$ cat src/etwb_pkg.sv
// etwb_pkg: constants and state type of the two-wire bus slave front end
// assumes a 200 MHz system clock and an external bus master driving the clock line
package etwb_pkg;
  localparam int CLK_MHZ = 200;
  localparam int SPIKE_NS = 50;
  localparam int SPIKE_W = 4;
  localparam logic [SPIKE_W-1:0] SPIKE_CYC = SPIKE_W'(SPIKE_NS * CLK_MHZ / 1000);
  localparam int OUT_DLY_NS = 300;
  localparam int DLY_W = 7;
  localparam logic [DLY_W-1:0] OUT_DLY_CYC = DLY_W'((OUT_DLY_NS * CLK_MHZ + 999) / 1000);
  localparam int BYTE_W = 8;
  localparam logic [3:0] LAST_DATA_BIT = 4'h7;
  localparam logic [3:0] ACK_SLOT = 4'h8;
  localparam logic [3:0] CTRL_CODE = 4'hA;
  localparam logic [7:0] IDLE_BYTE = 8'hFF;
  localparam logic [7:0] BYTE_RESET = 8'h00;
  localparam logic [1:0] BUF_FULL = 2'h2;
  localparam logic LINE_RESET = 1'b1;
  typedef enum logic [2:0] {ST_IDLE, ST_CTRL, ST_RX, ST_TX, ST_SKIP} etwb_state_e;
endpackage

$ cat src/etwb_front_end.sv
// etwb_front_end: slave side of the two-wire serial bus of a small eeprom
// assumes clock line and data line pins arrive asynchronously; memory core sits on CLK_SYS
`timescale 1ns/1ps
module etwb_front_end (
  input wire logic CLK_SYS,
  input wire logic RST_N,
  input wire logic SCL_I,
  input wire logic SDA_I,
  output logic SDA_O,
  output logic SDA_OE,
  input wire logic WRITE_BUSY,
  output logic [7:0] RX_DATA,
  output logic RX_VALID,
  input wire logic RX_READY,
  input wire logic [7:0] TX_DATA,
  input wire logic TX_VALID,
  output logic TX_READY,
  output logic BUS_BUSY,
  output logic START_SEEN,
  output logic STOP_SEEN,
  output logic ADDRESSED,
  output logic READ_MODE
);

  // reset release
  logic [1:0] rst_sync_reg;
  logic rst_n;

  always_ff @(posedge CLK_SYS or negedge RST_N) begin
    if (!RST_N) begin
      rst_sync_reg <= 2'h0;
    end else begin
      rst_sync_reg <= {rst_sync_reg[0], 1'b1};
    end
  end

  assign rst_n = rst_sync_reg[1];

  // line conditioning, index 0 clock line, index 1 data line
  logic [1:0] pin_raw;
  logic [1:0] line_filt;

  assign pin_raw = {SDA_I, SCL_I};

  genvar g;
  generate
    for (g = 0; g < 2; g++) begin : g_line
      logic meta_reg;
      logic sync_reg;
      logic filt_reg;
      logic [etwb_pkg::SPIKE_W-1:0] cnt_reg;
      logic differs;
      logic accept;

      assign differs = sync_reg != filt_reg;
      assign accept = differs && (cnt_reg == etwb_pkg::SPIKE_CYC);

      always_ff @(posedge CLK_SYS or negedge rst_n) begin
        if (!rst_n) begin
          meta_reg <= etwb_pkg::LINE_RESET;
          sync_reg <= etwb_pkg::LINE_RESET;
        end else begin
          meta_reg <= pin_raw[g];
          sync_reg <= meta_reg;
        end
      end

      // a change must persist longer than the spike width to pass
      always_ff @(posedge CLK_SYS or negedge rst_n) begin
        if (!rst_n) begin
          filt_reg <= etwb_pkg::LINE_RESET;
          cnt_reg <= '0;
        end else if (!differs || accept) begin
          filt_reg <= sync_reg;
          cnt_reg <= '0;
        end else begin
          cnt_reg <= cnt_reg + 1'b1;
        end
      end

      assign line_filt[g] = filt_reg;
    end
  endgenerate

  // bus conditions
  logic scl;
  logic sda;
  logic scl_d_reg;
  logic sda_d_reg;
  logic scl_rise;
  logic scl_fall;
  logic start_cond;
  logic stop_cond;

  assign scl = line_filt[0];
  assign sda = line_filt[1];
  assign scl_rise = scl && !scl_d_reg;
  assign scl_fall = !scl && scl_d_reg;
  assign start_cond = scl && scl_d_reg && sda_d_reg && !sda;
  assign stop_cond = scl && scl_d_reg && !sda_d_reg && sda;

  always_ff @(posedge CLK_SYS or negedge rst_n) begin
    if (!rst_n) begin
      scl_d_reg <= etwb_pkg::LINE_RESET;
      sda_d_reg <= etwb_pkg::LINE_RESET;
    end else begin
      scl_d_reg <= scl;
      sda_d_reg <= sda;
    end
  end

  // protocol state
  etwb_pkg::etwb_state_e state_reg;
  etwb_pkg::etwb_state_e state_next;
  logic [3:0] bit_cnt_reg;
  logic [7:0] shift_reg;
  logic [7:0] tx_shift_reg;
  logic ack_reg;
  logic rw_reg;
  logic mack_reg;
  logic tx_ready_reg;
  logic addressed_reg;
  logic busy_reg;
  logic start_reg;
  logic stop_reg;

  logic active;
  logic byte_done;
  logic ack_done;
  logic ctrl_match;
  logic ack_ctrl;
  logic ack_data;
  logic ack_now;
  logic rx_room;
  logic push;
  logic tx_load_req;
  logic in_ack_slot;
  logic bit_end;
  logic rise_seen_reg;

  assign active = state_reg != etwb_pkg::ST_IDLE;
  // only a fall after a rise closes a bit; the fall that ends a Start does not
  assign bit_end = active && scl_fall && rise_seen_reg;
  assign byte_done = bit_end && (bit_cnt_reg == etwb_pkg::LAST_DATA_BIT);
  assign ack_done = bit_end && (bit_cnt_reg == etwb_pkg::ACK_SLOT);
  assign in_ack_slot = bit_cnt_reg == etwb_pkg::ACK_SLOT;
  assign ctrl_match = shift_reg[7:4] == etwb_pkg::CTRL_CODE;
  assign ack_ctrl = ctrl_match && !WRITE_BUSY;
  assign ack_data = !WRITE_BUSY && rx_room;
  assign ack_now = (state_reg == etwb_pkg::ST_CTRL) ? ack_ctrl :
                   (state_reg == etwb_pkg::ST_RX) ? ack_data : 1'b0;
  assign push = byte_done && (state_reg == etwb_pkg::ST_RX) && ack_data;
  // an acknowledged control read, or master ack low after a sent byte, asks for another byte
  assign tx_load_req = ack_done && (((state_reg == etwb_pkg::ST_CTRL) && ack_reg && rw_reg) ||
                                    ((state_reg == etwb_pkg::ST_TX) && !mack_reg));

  always_comb begin
    state_next = state_reg;
    if (stop_cond) begin
      state_next = etwb_pkg::ST_IDLE;
    end else if (start_cond) begin
      state_next = etwb_pkg::ST_CTRL;
    end else if (ack_done) begin
      unique case (state_reg)
        etwb_pkg::ST_CTRL: begin
          if (!ack_reg) begin
            state_next = etwb_pkg::ST_SKIP;
          end else if (rw_reg) begin
            state_next = etwb_pkg::ST_TX;
          end else begin
            state_next = etwb_pkg::ST_RX;
          end
        end
        etwb_pkg::ST_TX: begin
          state_next = mack_reg ? etwb_pkg::ST_SKIP : etwb_pkg::ST_TX;
        end
        etwb_pkg::ST_IDLE,
        etwb_pkg::ST_RX,
        etwb_pkg::ST_SKIP: begin
          state_next = state_reg;
        end
      endcase
    end
  end

  always_ff @(posedge CLK_SYS or negedge rst_n) begin
    if (!rst_n) begin
      state_reg <= etwb_pkg::ST_IDLE;
    end else begin
      state_reg <= state_next;
    end
  end

  // one bit per clock pulse, ninth pulse is the acknowledge slot
  always_ff @(posedge CLK_SYS or negedge rst_n) begin
    if (!rst_n) begin
      bit_cnt_reg <= 4'h0;
      rise_seen_reg <= 1'b0;
    end else if (start_cond || stop_cond) begin
      bit_cnt_reg <= 4'h0;
      rise_seen_reg <= 1'b0;
    end else if (bit_end) begin
      bit_cnt_reg <= in_ack_slot ? 4'h0 : bit_cnt_reg + 4'h1;
    end else if (active && scl_rise) begin
      rise_seen_reg <= 1'b1;
    end
  end

  // sample once on each clock rise; a later change in the high phase is Start or Stop
  always_ff @(posedge CLK_SYS or negedge rst_n) begin
    if (!rst_n) begin
      shift_reg <= etwb_pkg::BYTE_RESET;
      mack_reg <= 1'b1;
    end else if (active && scl_rise) begin
      if (in_ack_slot) begin
        mack_reg <= sda;
      end else begin
        shift_reg <= {shift_reg[6:0], sda};
      end
    end
  end

  always_ff @(posedge CLK_SYS or negedge rst_n) begin
    if (!rst_n) begin
      ack_reg <= 1'b0;
      rw_reg <= 1'b0;
      addressed_reg <= 1'b0;
    end else if (start_cond || stop_cond) begin
      ack_reg <= 1'b0;
      addressed_reg <= 1'b0;
    end else if (byte_done) begin
      ack_reg <= ack_now;
      if (state_reg == etwb_pkg::ST_CTRL) begin
        rw_reg <= shift_reg[0];
        addressed_reg <= ack_ctrl;
      end
    end
  end

  always_ff @(posedge CLK_SYS or negedge rst_n) begin
    if (!rst_n) begin
      busy_reg <= 1'b0;
      start_reg <= 1'b0;
      stop_reg <= 1'b0;
    end else begin
      busy_reg <= start_cond ? 1'b1 : (stop_cond ? 1'b0 : busy_reg);
      start_reg <= start_cond;
      stop_reg <= stop_cond;
    end
  end

  // transmit byte fetch and shift
  always_ff @(posedge CLK_SYS or negedge rst_n) begin
    if (!rst_n) begin
      tx_ready_reg <= 1'b0;
      tx_shift_reg <= etwb_pkg::IDLE_BYTE;
    end else begin
      tx_ready_reg <= tx_load_req;
      if (tx_ready_reg) begin
        tx_shift_reg <= TX_VALID ? TX_DATA : etwb_pkg::IDLE_BYTE;
      end else if (scl_fall && (state_reg == etwb_pkg::ST_TX) && (bit_cnt_reg < etwb_pkg::LAST_DATA_BIT)) begin
        tx_shift_reg <= {tx_shift_reg[6:0], 1'b1};
      end
    end
  end

  // output timing: line changes a fixed delay after each clock fall, or is released at once on Start or Stop
  logic [etwb_pkg::DLY_W-1:0] dly_cnt_reg;
  logic dly_run_reg;
  logic dly_done;
  logic want_low;
  logic sda_oe_reg;
  logic sda_o_reg;

  assign dly_done = dly_run_reg && (dly_cnt_reg == '0);
  assign want_low = in_ack_slot ? ack_reg :
                    ((state_reg == etwb_pkg::ST_TX) && !tx_shift_reg[7]);

  always_ff @(posedge CLK_SYS or negedge rst_n) begin
    if (!rst_n) begin
      dly_cnt_reg <= '0;
      dly_run_reg <= 1'b0;
    end else if (start_cond || stop_cond) begin
      dly_run_reg <= 1'b0;
    end else if (active && scl_fall) begin
      dly_cnt_reg <= etwb_pkg::OUT_DLY_CYC;
      dly_run_reg <= 1'b1;
    end else if (dly_done) begin
      dly_run_reg <= 1'b0;
    end else if (dly_run_reg) begin
      dly_cnt_reg <= dly_cnt_reg - 1'b1;
    end
  end

  // pull low or release only; the high level comes from the pull-up
  always_ff @(posedge CLK_SYS or negedge rst_n) begin
    if (!rst_n) begin
      sda_oe_reg <= 1'b0;
      sda_o_reg <= 1'b0;
    end else begin
      sda_o_reg <= 1'b0;
      if (start_cond || stop_cond) begin
        sda_oe_reg <= 1'b0;
      end else if (dly_done) begin
        sda_oe_reg <= want_low;
      end
    end
  end

  // two-entry receive buffer; full buffer withholds the acknowledge
  logic [7:0] ent0_reg;
  logic [7:0] ent1_reg;
  logic [1:0] buf_cnt_reg;
  logic [1:0] buf_cnt_next;
  logic rx_valid_reg;
  logic pop;
  logic wr_slot1;

  assign rx_room = buf_cnt_reg != etwb_pkg::BUF_FULL;
  assign pop = rx_valid_reg && RX_READY;
  assign buf_cnt_next = buf_cnt_reg + {1'b0, push} - {1'b0, pop};
  assign wr_slot1 = (buf_cnt_reg - {1'b0, pop}) != 2'h0;

  always_ff @(posedge CLK_SYS or negedge rst_n) begin
    if (!rst_n) begin
      buf_cnt_reg <= 2'h0;
      rx_valid_reg <= 1'b0;
    end else begin
      buf_cnt_reg <= buf_cnt_next;
      rx_valid_reg <= buf_cnt_next != 2'h0;
    end
  end

  always_ff @(posedge CLK_SYS or negedge rst_n) begin
    if (!rst_n) begin
      ent0_reg <= etwb_pkg::BYTE_RESET;
      ent1_reg <= etwb_pkg::BYTE_RESET;
    end else begin
      if (push && !wr_slot1) begin
        ent0_reg <= shift_reg;
      end else if (pop && (buf_cnt_reg == etwb_pkg::BUF_FULL)) begin
        ent0_reg <= ent1_reg;
      end
      if (push && wr_slot1) begin
        ent1_reg <= shift_reg;
      end
    end
  end

  // the clock line is input only
  assign SDA_O = sda_o_reg;
  assign SDA_OE = sda_oe_reg;
  assign RX_DATA = ent0_reg;
  assign RX_VALID = rx_valid_reg;
  assign TX_READY = tx_ready_reg;
  assign BUS_BUSY = busy_reg;
  assign START_SEEN = start_reg;
  assign STOP_SEEN = stop_reg;
  assign ADDRESSED = addressed_reg;
  assign READ_MODE = rw_reg;

endmodule

$ cat config.mk
export PLATFORM = sky130hd
export DESIGN_NAME = etwb_front_end
export DESIGN_NICKNAME = d
export VERILOG_FILES = /design/src/etwb_pkg.sv /design/src/etwb_front_end.sv
export SDC_FILE = /design/constraint.sdc
export NUM_CORES = 1
export LEC_CHECK = 0
export BUFFER_PORTS_ARGS = -buffer_cell sky130_fd_sc_hd__buf_2
export CORE_UTILIZATION = 33
export DETAILED_ROUTE_END_ITERATION = 10
export PLACE_DENSITY = 0.53
export SYNTH_ARGS = -nofsm -noshare
export SYNTH_HDL_FRONTEND = slang
export SYNTH_SLANG_ARGS = --single-unit
export TNS_END_PERCENT = 5
$ cat constraint.sdc
create_clock -name CLK_SYS -period 2.9 [get_ports CLK_SYS]
set_input_delay 0.29 -clock CLK_SYS [delete_from_list [all_inputs] [get_ports CLK_SYS]]
set_output_delay 0.29 -clock CLK_SYS [all_outputs]
set_load 0.02 [all_outputs]
=== Word level (Yosys, flattened, before mapping) ===
Index checks and enable logic that the tools add are counted.

* Register bits after elaboration: 78
* Output and inout bits: 17
* Word-level logic and storage cells: 163

* Add/sub/neg operators: 7
* Magnitude comparators: 1
* Equality and inequality tests: 16
* Multiplexer cells: 38
* Bitwise gates (word level): 2
* Reduce and logical (&&, ||, !) cells: 68

{| class="wikitable"
|+ Operators by type and width
! operator !! count
|-
| 8-bit two-way mux || 5
|-
| 1-bit logical AND || 30
|-
| 2-bit nonzero test || 11
|-
| 7-bit two-way mux || 3
|-
| 4-bit two-way mux || 5
|-
| 1-bit two-way mux || 19
|-
| 4-bit equality test (second input constant) || 4
|-
| 3-bit two-way mux || 5
|-
| 4-bit by 1-bit adder with 4-bit output (second input constant) || 3
|-
| 1-bit logical NOT || 10
|-
| 2-bit AND reduction || 5
|-
| 3-bit nonzero test || 3
|-
| 7-bit logical NOT || 1
|-
| 7-bit by 1-bit subtractor with 7-bit output (second input constant) || 1
|-
| 3-bit by 2-bit equality test with 1-bit output (second input constant) || 2
|-
| 3-bit one-hot mux with 2 select lines || 1
|-
| 3-bit AND reduction || 2
|-
| 4-bit by 3-bit equality test with 1-bit output (second input constant) || 1
|-
| 1-bit logical OR || 4
|-
| 4-bit by 3-bit < comparator with 1-bit output (second input constant) || 1
|-
| 2-bit by 1-bit != test with 1-bit output (second input constant) || 2
|-
| 2-bit by 1-bit subtractor with 2-bit output || 2
|-
| 3-bit by 1-bit equality test with 1-bit output (second input constant) || 1
|-
| 3-bit equality test (second input constant) || 1
|-
| 8 further kinds || 10
|}

=== Depth between registers and ports, before layout ===
Gate-level depths: netlist of the first run.

* Depth after elaboration: 10
* Gate-level depth with buffers: 7
* Mapped depth without buffers: 7

=== Worst setup path before layout of the first run ===
Ideal clock, no wire load.

* Path kind: reg2reg
* Start point: register scl_d_reg
* End point: register rx_valid_reg, in the netlist RX_VALID
* Arrival: 1.793 ns
* Setup slack: 0.979 ns
* Cell stages (with the launch flop): 6
* Path buffers: 0
* Period minus slack after synthesis: 1.921 ns
* Path through: dfstp_2 > nand3b_4 > or4_4 > nor2_1 > ha_1 > or2_2

* Word-level cells in the longest chain between the ends: 9

{| class="wikitable"
|+ Ends and longest elaborated chain
! item !! line !! RTL
|-
| start: declaration || etwb_front_end.sv:88 || <nowiki>logic scl_d_reg;</nowiki>
|-
| start signal: assignment || etwb_front_end.sv:104 || <nowiki>scl_d_reg <= etwb_pkg::LINE_RESET;</nowiki>
|-
| start signal: assignment || etwb_front_end.sv:107 || <nowiki>scl_d_reg <= scl;</nowiki>
|-
| 1-bit logical AND || etwb_front_end.sv:98 || <nowiki>assign scl_fall = !scl && scl_d_reg;</nowiki>
|-
| 1-bit logical AND (2 in series) || etwb_front_end.sv:143 || <nowiki>assign bit_end = active && scl_fall && rise_seen_reg;</nowiki>
|-
| 1-bit logical AND || etwb_front_end.sv:144 || <nowiki>assign byte_done = bit_end && (bit_cnt_reg == etwb_pkg::LAST_DATA_BIT);</nowiki>
|-
| 1-bit logical AND (2 in series) || etwb_front_end.sv:152 || <nowiki>assign push = byte_done && (state_reg == etwb_pkg::ST_RX) && ack_data;</nowiki>
|-
| 2-bit by 1-bit adder with 2-bit output || etwb_front_end.sv:321 || <nowiki>assign buf_cnt_next = buf_cnt_reg + {1'b0, push} - {1'b0, pop};</nowiki>
|-
| 2-bit by 1-bit subtractor with 2-bit output || etwb_front_end.sv:321 ||
|-
| named net buf_cnt_next[0] || etwb_front_end.sv:314 || <nowiki>logic [1:0] buf_cnt_next;</nowiki>
|-
| 2-bit nonzero test || etwb_front_end.sv:330 || <nowiki>rx_valid_reg <= buf_cnt_next != 2'h0;</nowiki>
|-
| end signal: assignment || etwb_front_end.sv:327 || <nowiki>rx_valid_reg <= 1'b0;</nowiki>
|-
| end signal: assignment || etwb_front_end.sv:330 ||
|-
| end: declaration || etwb_front_end.sv:315 || <nowiki>logic rx_valid_reg;</nowiki>
|}

The timed path passes the listed nets, and every way through them passes these cells.
A chain may end at the register's enable or synchronous reset.

=== Worst setup path after layout of the first run ===
* Start point: register state_reg[1]
* End point: register rx_valid_reg, in the netlist RX_VALID

* Word-level cells in the longest chain between the ends: 9
* Elaborated cells between the ends (all ways): 10
* Classes of those cells: add/sub (2); eq/ne (1); reduce/logical (7)

{| class="wikitable"
|+ Ends and longest elaborated chain
! item !! line !! RTL
|-
| start: declaration || etwb_front_end.sv:113 || <nowiki>etwb_pkg::etwb_state_e state_reg;</nowiki>
|-
| start signal: assignment || etwb_front_end.sv:188 || <nowiki>state_reg <= etwb_pkg::ST_IDLE;</nowiki>
|-
| start signal: assignment || etwb_front_end.sv:190 || <nowiki>state_reg <= state_next;</nowiki>
|-
| 3-bit nonzero test || etwb_front_end.sv:141 || <nowiki>assign active = state_reg != etwb_pkg::ST_IDLE;</nowiki>
|-
| 1-bit logical AND (2 in series) || etwb_front_end.sv:143 ||
|-
| 1-bit logical AND || etwb_front_end.sv:144 ||
|-
| 1-bit logical AND * (2 in series) || etwb_front_end.sv:152 ||
|-
| 2-bit by 1-bit adder with 2-bit output * || etwb_front_end.sv:321 ||
|-
| 2-bit by 1-bit subtractor with 2-bit output * || etwb_front_end.sv:321 ||
|-
| named net buf_cnt_next[0] || etwb_front_end.sv:314 ||
|-
| 2-bit nonzero test * || etwb_front_end.sv:330 ||
|}

The timed path passes the listed nets; every way through them passes the cells marked *.

==> impl_metrics.json, run 1 <==
{
  "clock_tree.buffer_depth": 2,
  "synth_top_area_share": 0.421,
  "place_inst": 468,
  "hp-class": "in2reg",
  "yosysTopAreaCell": "dfrtp_1",
  "grt_setup_unrepaired": "no",
  "ys_async_sr_fraction": 1.00,
  "holdBufCountCts": 2,
  "first_pass_iters": 4,
  "critPathKind": "reg2reg",
  "crit_family": "simple AND/OR/NAND/NOR gates",
  "dp_hpwl_microns": 4690,
  "grt_pass1_wl_microns": 11800,
  "layout_min_cycle_time_ns": 2.02,
  "gp_congestion": 0.767,
  "syn-num-nets": 336,
  "wirelength_microns": 6860,
  "clk_pin_slew_ns": 0.08,
  "synth_top_flop_cell": "dfrtp_1",
  "grt_pass1_vias": 2358,
  "fmax_mhz": 494,
  "synth_cells": 311,
  "grt_overflow": 0,
  "clock_skew_ns": 0.0133,
  "cpPeakStageDelay_ns": 0.55,
  "cts_tree": "yes",
  "end_kind": "flop",
  "arrival_ns": 2.27,
  "required_ns": 3.14,
  "worst_hold_slack_ns": 0.173,
  "cts_max_level": 3,
  "synth.avg_cell_area_sq_um": 11.7,
  "synth_seq_area_share": 0.545,
  "antenna_found_initial": 0,
  "synth_commonest_cells": "61 x dfrtp_1, 23 x nor2_1, 20 x mux2_2",
  "slowest_stage": "dfrtp_1",
  "pin_count": 32,
  "vdd_drop_max_v": 0.000213,
  "post_cts_buffers": 0,
  "setup_violations": 0,
  "slew_headroom": 0.360,
  "syn_area_sq_um": 3620,
  "die-area_sq_um": 11400,
  "synth.most_common_cell": "dfrtp_1",
  "path_cells": "nor3_4, or4_4, nor2_1, ha_1, or2_2",
  "grt_max_degree": 77,
  "finalHoldViolations": 0,
  "final_cell_count_no_fill": 487,
  "cts_resized": 0,
  "rows": 37,
  "fin_tns_setup_ns": 0,
  "ys_ff_latch": 78,
  "die_h_microns": 107,
  "synthTopCellsByArea": "dfrtp_1 42%, dfstp_2 12%, mux2_2 6.2%, ha_1 3.5%, a221o_2 2.5%",
  "nets": 371,
  "detail-route-antenna-nets": 0,
  "diodes": 0,
  "ff_latch_area_sq_um": 1980,
  "yosysWarnings": 0,
  "route.vias.total": 2433,
  "cp_max_fo": 11,
  "start_util": 0.346,
  "drive_gt1_frac": 0.302,
  "tightest_slew_ns": 0.961,
  "core-area_sq_um": 10500,
  "viasPerCell": 5.00,
  "cap_violations": 0,
  "portBuffers": 30,
  "critPathLaunchType": "flop",
  "cts_root_buffer": "clkbuf_8",
  "power.density_nw_per_um2": 627,
  "cp_num_buf_inv": 0,
  "cts-buffers-inserted": 9,
  "grt_usage": 0.136,
  "drc_errors": 0,
  "drtIter0Drc": 121,
  "fin_crit_sh": 0.698,
  "nFillCells": 1055,
  "dieWidth_microns": 107,
  "multi_input_area_sq_um": 1550,
  "status": "complete, no violations",
  "area_delta_synth_final_pct": 14.3,
  "synth_edf_count": 0,
  "synth.distinct_cells": 59,
  "wl_per_cell_microns": 14.1,
  "clk_latency_ns": 0.37,
  "leakagePower_nw": 1.93,
  "cts.sinks": 78,
  "report.final.slew_viol_count": 0
}
## tightest hold or removal path, stage by stage
cell and delay (ns):
buf_2 0.10, nor2_1 0.09, a21oi_1 0.05
## kinds of logic (layout without fill, tap and decap cells)
group           Yosys count  after routing  synth area share
flops                    78             78             0.545
other cells               2              2           0.00207
mux                      22             22            0.0677
xor+xnor                  9              9            0.0218
simple gates            106            106             0.178
compound gates           63             63             0.125
fa+ha+maj                10             10            0.0345
buf+inv                  21             61            0.0266
## worst paths after layout
kind / from / endpoint / slack, ns / cells after the start
max in group asynchronous: rst_sync_reg[1] / dly_cnt_reg[5] / 1.79 / 0
min in group asynchronous: RST_N / rst_sync_reg[1] / 0.22 / 2
worst min register to register: rst_sync_reg[0] / rst_sync_reg[1] / 0.36 / 0
worst max-delay path: state_reg[1] / RX_VALID / 0.88 / 5
worst max register to register: state_reg[1] / RX_VALID / 0.88 / 5
worst min-delay path: TX_DATA[0] / tx_shift_reg[0] / 0.17 / 3
## per-layer routing
layer  track usage  part of all wire  vias up
met5             0                 0        -
met4        0.0734             0.024        0
met3        0.0316             0.027       11
met2         0.197              0.44       31
met1         0.187              0.50     1196
li1              -                 -     1195
## area by class of cell
type                       instances  area share
clock inverter                     4      0.0133
tap                              136      0.0411
clock buffer                      12      0.0375
sequential                        78       0.477
multi-input combinational        212       0.375
timing repair buffer              34      0.0453
inverter                          11     0.00997
## cells in the final DEF (no fill, tap or decap), drive strengths merged, types with 4 or more instances in the layout
| cell | instances |
|---|---|
| nor3 | 6 |
| a21oi | 8 |
| nor2 | 24 |
| nand2 | 18 |
| dfstp | 17 |
| clkbuf | 12 |
| a221o | 8 |
| dfrtp | 61 |
| nand3 | 8 |
| inv | 12 |
| o22ai | 12 |
| nand3b | 7 |
| a31oi | 4 |
| ha | 10 |
| xnor2 | 5 |
| nand2b | 7 |
| and2 | 11 |
| buf | 31 |
| mux2 | 20 |
| o21ai | 15 |
| xor2 | 4 |
## metrics by stage
step / utilization / area [sq um] / worst slack [ns] / power [mW]
after floorplan: - / 3620 / 0.597 / 1.63
after global placement: 0.373 / 3900 / 0.921 / 1.75
after detailed placement: 0.373 / 3900 / 0.894 / 1.76
after CTS: 0.395 / 4130 / 0.875 / 2.64
after global routing: 0.396 / 4140 / 0.752 / 2.76
final: 0.396 / 4140 / 0.875 / 2.59
## power breakdown
group	internal (mW)	leakage (nW)	switching, mW
logic	0.182	0.833	0.247
registers	1.21	0.994	0.103
clock network	0.450	0.103	0.407
Power figures use the tool's default switching activity.
==> run 2, diff against run 1 <==
clock period = 1.9 ns   (was 2.9 ns; I/O delays follow)
==> run 2 against run 1 <==
  * Clock power up 72%
  * Largest cell class unchanged
  * Power rose by 65%
  * Combinational power is 100% higher
  * Core utilization up 3.2 points
  * Setup slack lost 0.82 ns
  * Routed wire length grew 4.4%
  * Clock skew shrank 0.0066 ns
  * Sequential share of layout area fell by 3.6 points
  * Largest power group unchanged
  * Via count rose by 6.3%
  * Worst hold slack worse by 0.083 ns
==> impl_metrics.json, run 2 (synthesis gave the netlist of run 1 again) <==
{
  "core-area_sq_um": 10500,
  "hp-start": "TX_DATA[0]",
  "clock_skew_ns": 0.00671,
  "critPathKind": "reg2reg",
  "mostFrequentLayoutCell": "dfrtp_1",
  "route.vias.total": 2587,
  "fin_crit_sh": 0.968,
  "rr_worst_depth": 6,
  "clk_latency_ns": 0.36,
  "die_h_microns": 107,
  "grt_usage": 0.140,
  "cap_violations": 0,
  "reg2reg_from": "bit_cnt_reg[0]",
  "vdd_drop_max_v": 0.000440,
  "viasPerCell": 5.01,
  "fmax_mhz": 544,
  "portBuffers": 30,
  "rows": 37,
  "wirelength_microns": 7160,
  "finalHoldViolations": 0,
  "area_delta_synth_final_pct": 23.4,
  "final_cell_count_no_fill": 516,
  "power.density_nw_per_um2": 959,
  "cts-buffers-inserted": 9,
  "die-area_sq_um": 11400,
  "layout_min_cycle_time_ns": 1.84,
  "wl_per_cell_microns": 13.9,
  "status": "complete, no violations",
  "diodes": 0,
  "detail-route-antenna-nets": 0,
  "hold-path-endpoint": "tx_shift_reg[0]",
  "dp_hpwl_microns": 5060,
  "pin_count": 32,
  "dieWidth_microns": 107,
  "cts_tree": "yes",
  "cp_max_fo": 2,
  "end_kind": "flop",
  "clock_tree.buffer_depth": 2,
  "grt_max_degree": 77,
  "drc_errors": 0,
  "reg2reg_slack_ns": 0.06,
  "grt_overflow": 0,
  "clk_pin_slew_ns": 0.08,
  "grt_pass1_wl_microns": 12300,
  "first_pass_iters": 5,
  "gp_congestion": 0.745,
  "drive_gt1_frac": 0.371,
  "cts_max_level": 3,
  "holdPathStages": 3,
  "start_util": 0.346,
  "critPathLaunchType": "flop",
  "arrival_ns": 2.08,
  "leakagePower_nw": 2.12,
  "final_cell_mix": "60 x dfrtp_1, 30 x buf_2, 27 x buf_4",
  "grt_pass1_vias": 2554,
  "r2r-end": "RX_VALID",
  "cts_root_buffer": "clkbuf_8",
  "antenna_found_initial": 0,
  "report.final.slew_viol_count": 0,
  "grt_setup_unrepaired": "yes",
  "required_ns": 2.14,
  "hp-class": "in2reg",
  "fin_tns_setup_ns": 0,
  "drtIter0Drc": 143,
  "place_inst": 497,
  "nets": 400,
  "setup_violations": 0,
  "cts.sinks": 78
}
-- run 2: critical path, stage by stage (launching register included) --
cell     delay, ns
dfrtp_1       0.36
ha_2          0.22
nand2_4       0.06
or4_4         0.50
nor2_4        0.14
ha_4          0.21
or2_4         0.24
-- run 2: through the flow --
stage | cell area [sq um] | utilization | total power, mW | setup slack [ns] | hold WS, ns
6_report | 4470 | 0.427 | 4.29 | 0.0602 | 0.0903
5_1_grt | 4470 | 0.427 | 4.54 | -0.0185 | 0.0836
4_1_cts | 4430 | 0.423 | 4.29 | 0.00101 | 0.0777
3_5_place_dp | 4150 | 0.397 | 2.77 | -0.0284 | -0.0231
3_3_place_gp | 4150 | 0.397 | 2.75 | -0.00882 | -0.0248
2_1_floorplan | 3620 | - | 2.49 | -0.0208 | -0.106
-- run 2: area by class of cell --
cell class	count	area, sq um
fillers	1034	5990
flip-flops and latches	78	1970
multi-input cells	212	1610
repair buffers	63	443
well taps	136	170
clock buffers	12	135
clock inverters	4	97.6
inverters	11	41.3
-- run 2: worst max-delay path by stage --
stage | from | end | cells after the start
final | bit_cnt_reg[0] | RX_VALID | 6
after global routing | bit_cnt_reg[1] | RX_VALID | 7
after CTS | scl_d_reg | RX_VALID | 5
after detailed placement | scl_d_reg | RX_VALID | 6
after global placement | scl_d_reg | RX_VALID | 5
after floorplan | scl_d_reg | RX_VALID | 5
-- run 2: report_power, final --
part	internal, mW	total (mW)	switching [mW]	leakage [nW]
clock network	0.875	1.47	0.597	0.111
logic	0.391	0.856	0.465	1.01
registers	1.84	1.96	0.120	0.994
total	3.11	4.29	1.18	2.12
-- run 2: what timing repair did --
action                                  CTS  global route
endpoints found under the hold margin     4             0
setup buffers                             0             0
gates resized for setup                   2             9
hold buffers                              3             0
endpoints found under the setup margin    9            12
pin swaps                                 1             8
-- run 2: per-layer routing --
layer,vias to the layer above,GRT usage,routed length [microns]
met5,-,0,0
met4,0,0.0616,150
met3,13,0.0371,197
met2,32,0.221,3330
met1,1278,0.181,3490
li1,1264,-,-
==> run 3, diff against run 2 <==
==> constraint.sdc (replaced) <==
create_clock -name CLK_SYS -period 1.9 [get_ports CLK_SYS]
set_input_delay 0.095 -clock CLK_SYS [delete_from_list [all_inputs] [get_ports CLK_SYS]]
set_output_delay 0.095 -clock CLK_SYS [all_outputs]
set_load 0.02 [all_outputs]
==> run 3 against run 2 <==
  * Largest power group unchanged
  * Power increased by 0.13%
  * Register-to-register slack about the same
  * Combinational power is 0.6% higher
  * Highest routed layer unchanged
  * Sequential power hardly changed
  * Sequential cell count unchanged
  * Critical path type unchanged
  * Critical path depth did not move
  * Core utilization grew 0.096 points
==> impl_metrics.json, run 3 (synthesis gave the netlist of run 1 again) <==
{
  "wl_per_cell_microns": 13.9,
  "grt_usage": 0.140,
  "grt_overflow": 0,
  "clock_tree.buffer_depth": 2,
  "required_ns": 2.14,
  "nFillCells": 1033,
  "die_h_microns": 107,
  "pre_cts_ws_ns": -0.0284,
  "drive_gt1_frac": 0.370,
  "layout_min_cycle_time_ns": 1.84,
  "grt_pass1_vias": 2564,
  "report.final.slew_viol_count": 0,
  "start_util": 0.346,
  "post_dp_cell_area_sq_um": 4150,
  "cts_max_level": 3,
  "grt_setup_unrepaired": "yes",
  "cts-buffers-inserted": 9,
  "gp_congestion": 0.745,
  "slowest_stage": "or4_4",
  "stdcell_area_sq_um": 4480,
  "wirelength_microns": 7190,
  "finalHoldViolations": 0,
  "critPathLaunchType": "flop",
  "vdd_drop_max_v": 0.000439,
  "core-area_sq_um": 10500,
  "first_pass_iters": 4,
  "grt_pass1_wl_microns": 12300,
  "dieWidth_microns": 107,
  "area_delta_synth_final_pct": 23.7,
  "path_cells": "ha_2, nand2_4, or4_4, nor2_4, ha_4, or2_4",
  "fmax_mhz": 543,
  "critPathKind": "reg2reg",
  "route.vias.total": 2603,
  "clock_skew_ns": 0.00699,
  "setup_violations": 0,
  "cap_violations": 0,
  "leakagePower_nw": 2.12,
  "rows": 37,
  "fin_crit_sh": 0.969,
  "dp_hpwl_microns": 5060,
  "clk_pin_slew_ns": 0.08,
  "end_kind": "flop",
  "fin_ws_ns": 0.0597,
  "post-route-util": 0.428,
  "final_cell_count_no_fill": 517,
  "drc_errors": 0,
  "grt_max_degree": 77,
  "hp-class": "in2reg",
  "arrival_ns": 2.08,
  "cts.sinks": 78,
  "die-area_sq_um": 11400,
  "clk_latency_ns": 0.36,
  "cts_root_buffer": "clkbuf_8",
  "post_cts_buffers": 0,
  "status": "complete, no violations",
  "power.density_nw_per_um2": 958,
  "drtIter0Drc": 145,
  "cp_num_buf_inv": 0,
  "mostFrequentLayoutCell": "dfrtp_1",
  "cts_tree": "yes",
  "portBuffers": 30,
  "nets": 401,
  "fin_tns_setup_ns": 0,
  "place_inst": 497,
  "final_cell_mix": "60 x dfrtp_1, 30 x buf_2, 27 x buf_4",
  "cpPeakStageDelay_ns": 0.50,
  "crit_family": "simple AND/OR/NAND/NOR gates",
  "pin_count": 32,
  "cp_max_fo": 2,
  "viasPerCell": 5.03,
  "antenna_found_initial": 0,
  "detail-route-antenna-nets": 0,
  "diodes": 0
}
==> run 3: final cells by class <==
class                      count  area, sq um  area share
clock buffer                  12          135      0.0302
multi-input combinational    212         1610       0.359
tap                          136          170      0.0380
timing repair buffer          64          453       0.101
sequential                    78         1970       0.441
clock inverter                 4         97.6      0.0218
inverter                      11         41.3     0.00922
==> run 3: worst paths after layout <==
check                                 from              endpoint  slack [ns]  depth (start not counted)
setup / recovery            bit_cnt_reg[0]              RX_VALID        0.06                          6
hold / removal                  TX_DATA[4]       tx_shift_reg[4]        0.02                          3
setup reg to reg            bit_cnt_reg[0]              RX_VALID        0.06                          6
hold reg to reg            rst_sync_reg[1]  g_line[1].cnt_reg[2]        0.31                          1
max in group asynchronous  rst_sync_reg[1]             scl_d_reg        1.25                          1
min in group asynchronous            RST_N       rst_sync_reg[1]        0.04                          2
==> run 3: worst reg2reg max path, cell delays in order, from the launching register on <==
cell and delay, ns:
dfrtp_1 0.36, ha_2 0.22, nand2_4 0.06, or4_4 0.50, nor2_4 0.14, ha_4 0.21
or2_4 0.24
==> run 3: timing repair <==
item                                    in CTS  in global routing
hold buffers                                 4                  0
pin swaps                                    1                  8
endpoints found under the setup margin       9                 12
hold endpoints to repair                     5                  0
gates resized for setup                      2                  9
==> run 3: power breakdown <==
group	total (mW)	switching (mW)	internal (mW)
combinational	0.861	0.469	0.392
clock	1.47	0.596	0.875
sequential	1.96	0.121	1.84
total	4.29	1.19	3.11
==> run 3: stage by stage <==
step | power [mW] | hold WS (ns)
final | 4.29 | 0.0214
after global routing | 4.54 | 0.00780
after CTS | 4.29 | 0.0104
after detailed placement | 2.77 | -0.118
after global placement | 2.75 | -0.120
after floorplan | 2.49 | -0.201
==> run 3: metal layers <==
metal,part of all wire,routed length (microns),track usage,vias up
met2,0.47,3350,0.222,42
met4,0.021,149,0.0616,0
met1,0.48,3450,0.181,1281
li1,-,-,-,1267
met5,0,0,0,-
met3,0.033,234,0.0371,13
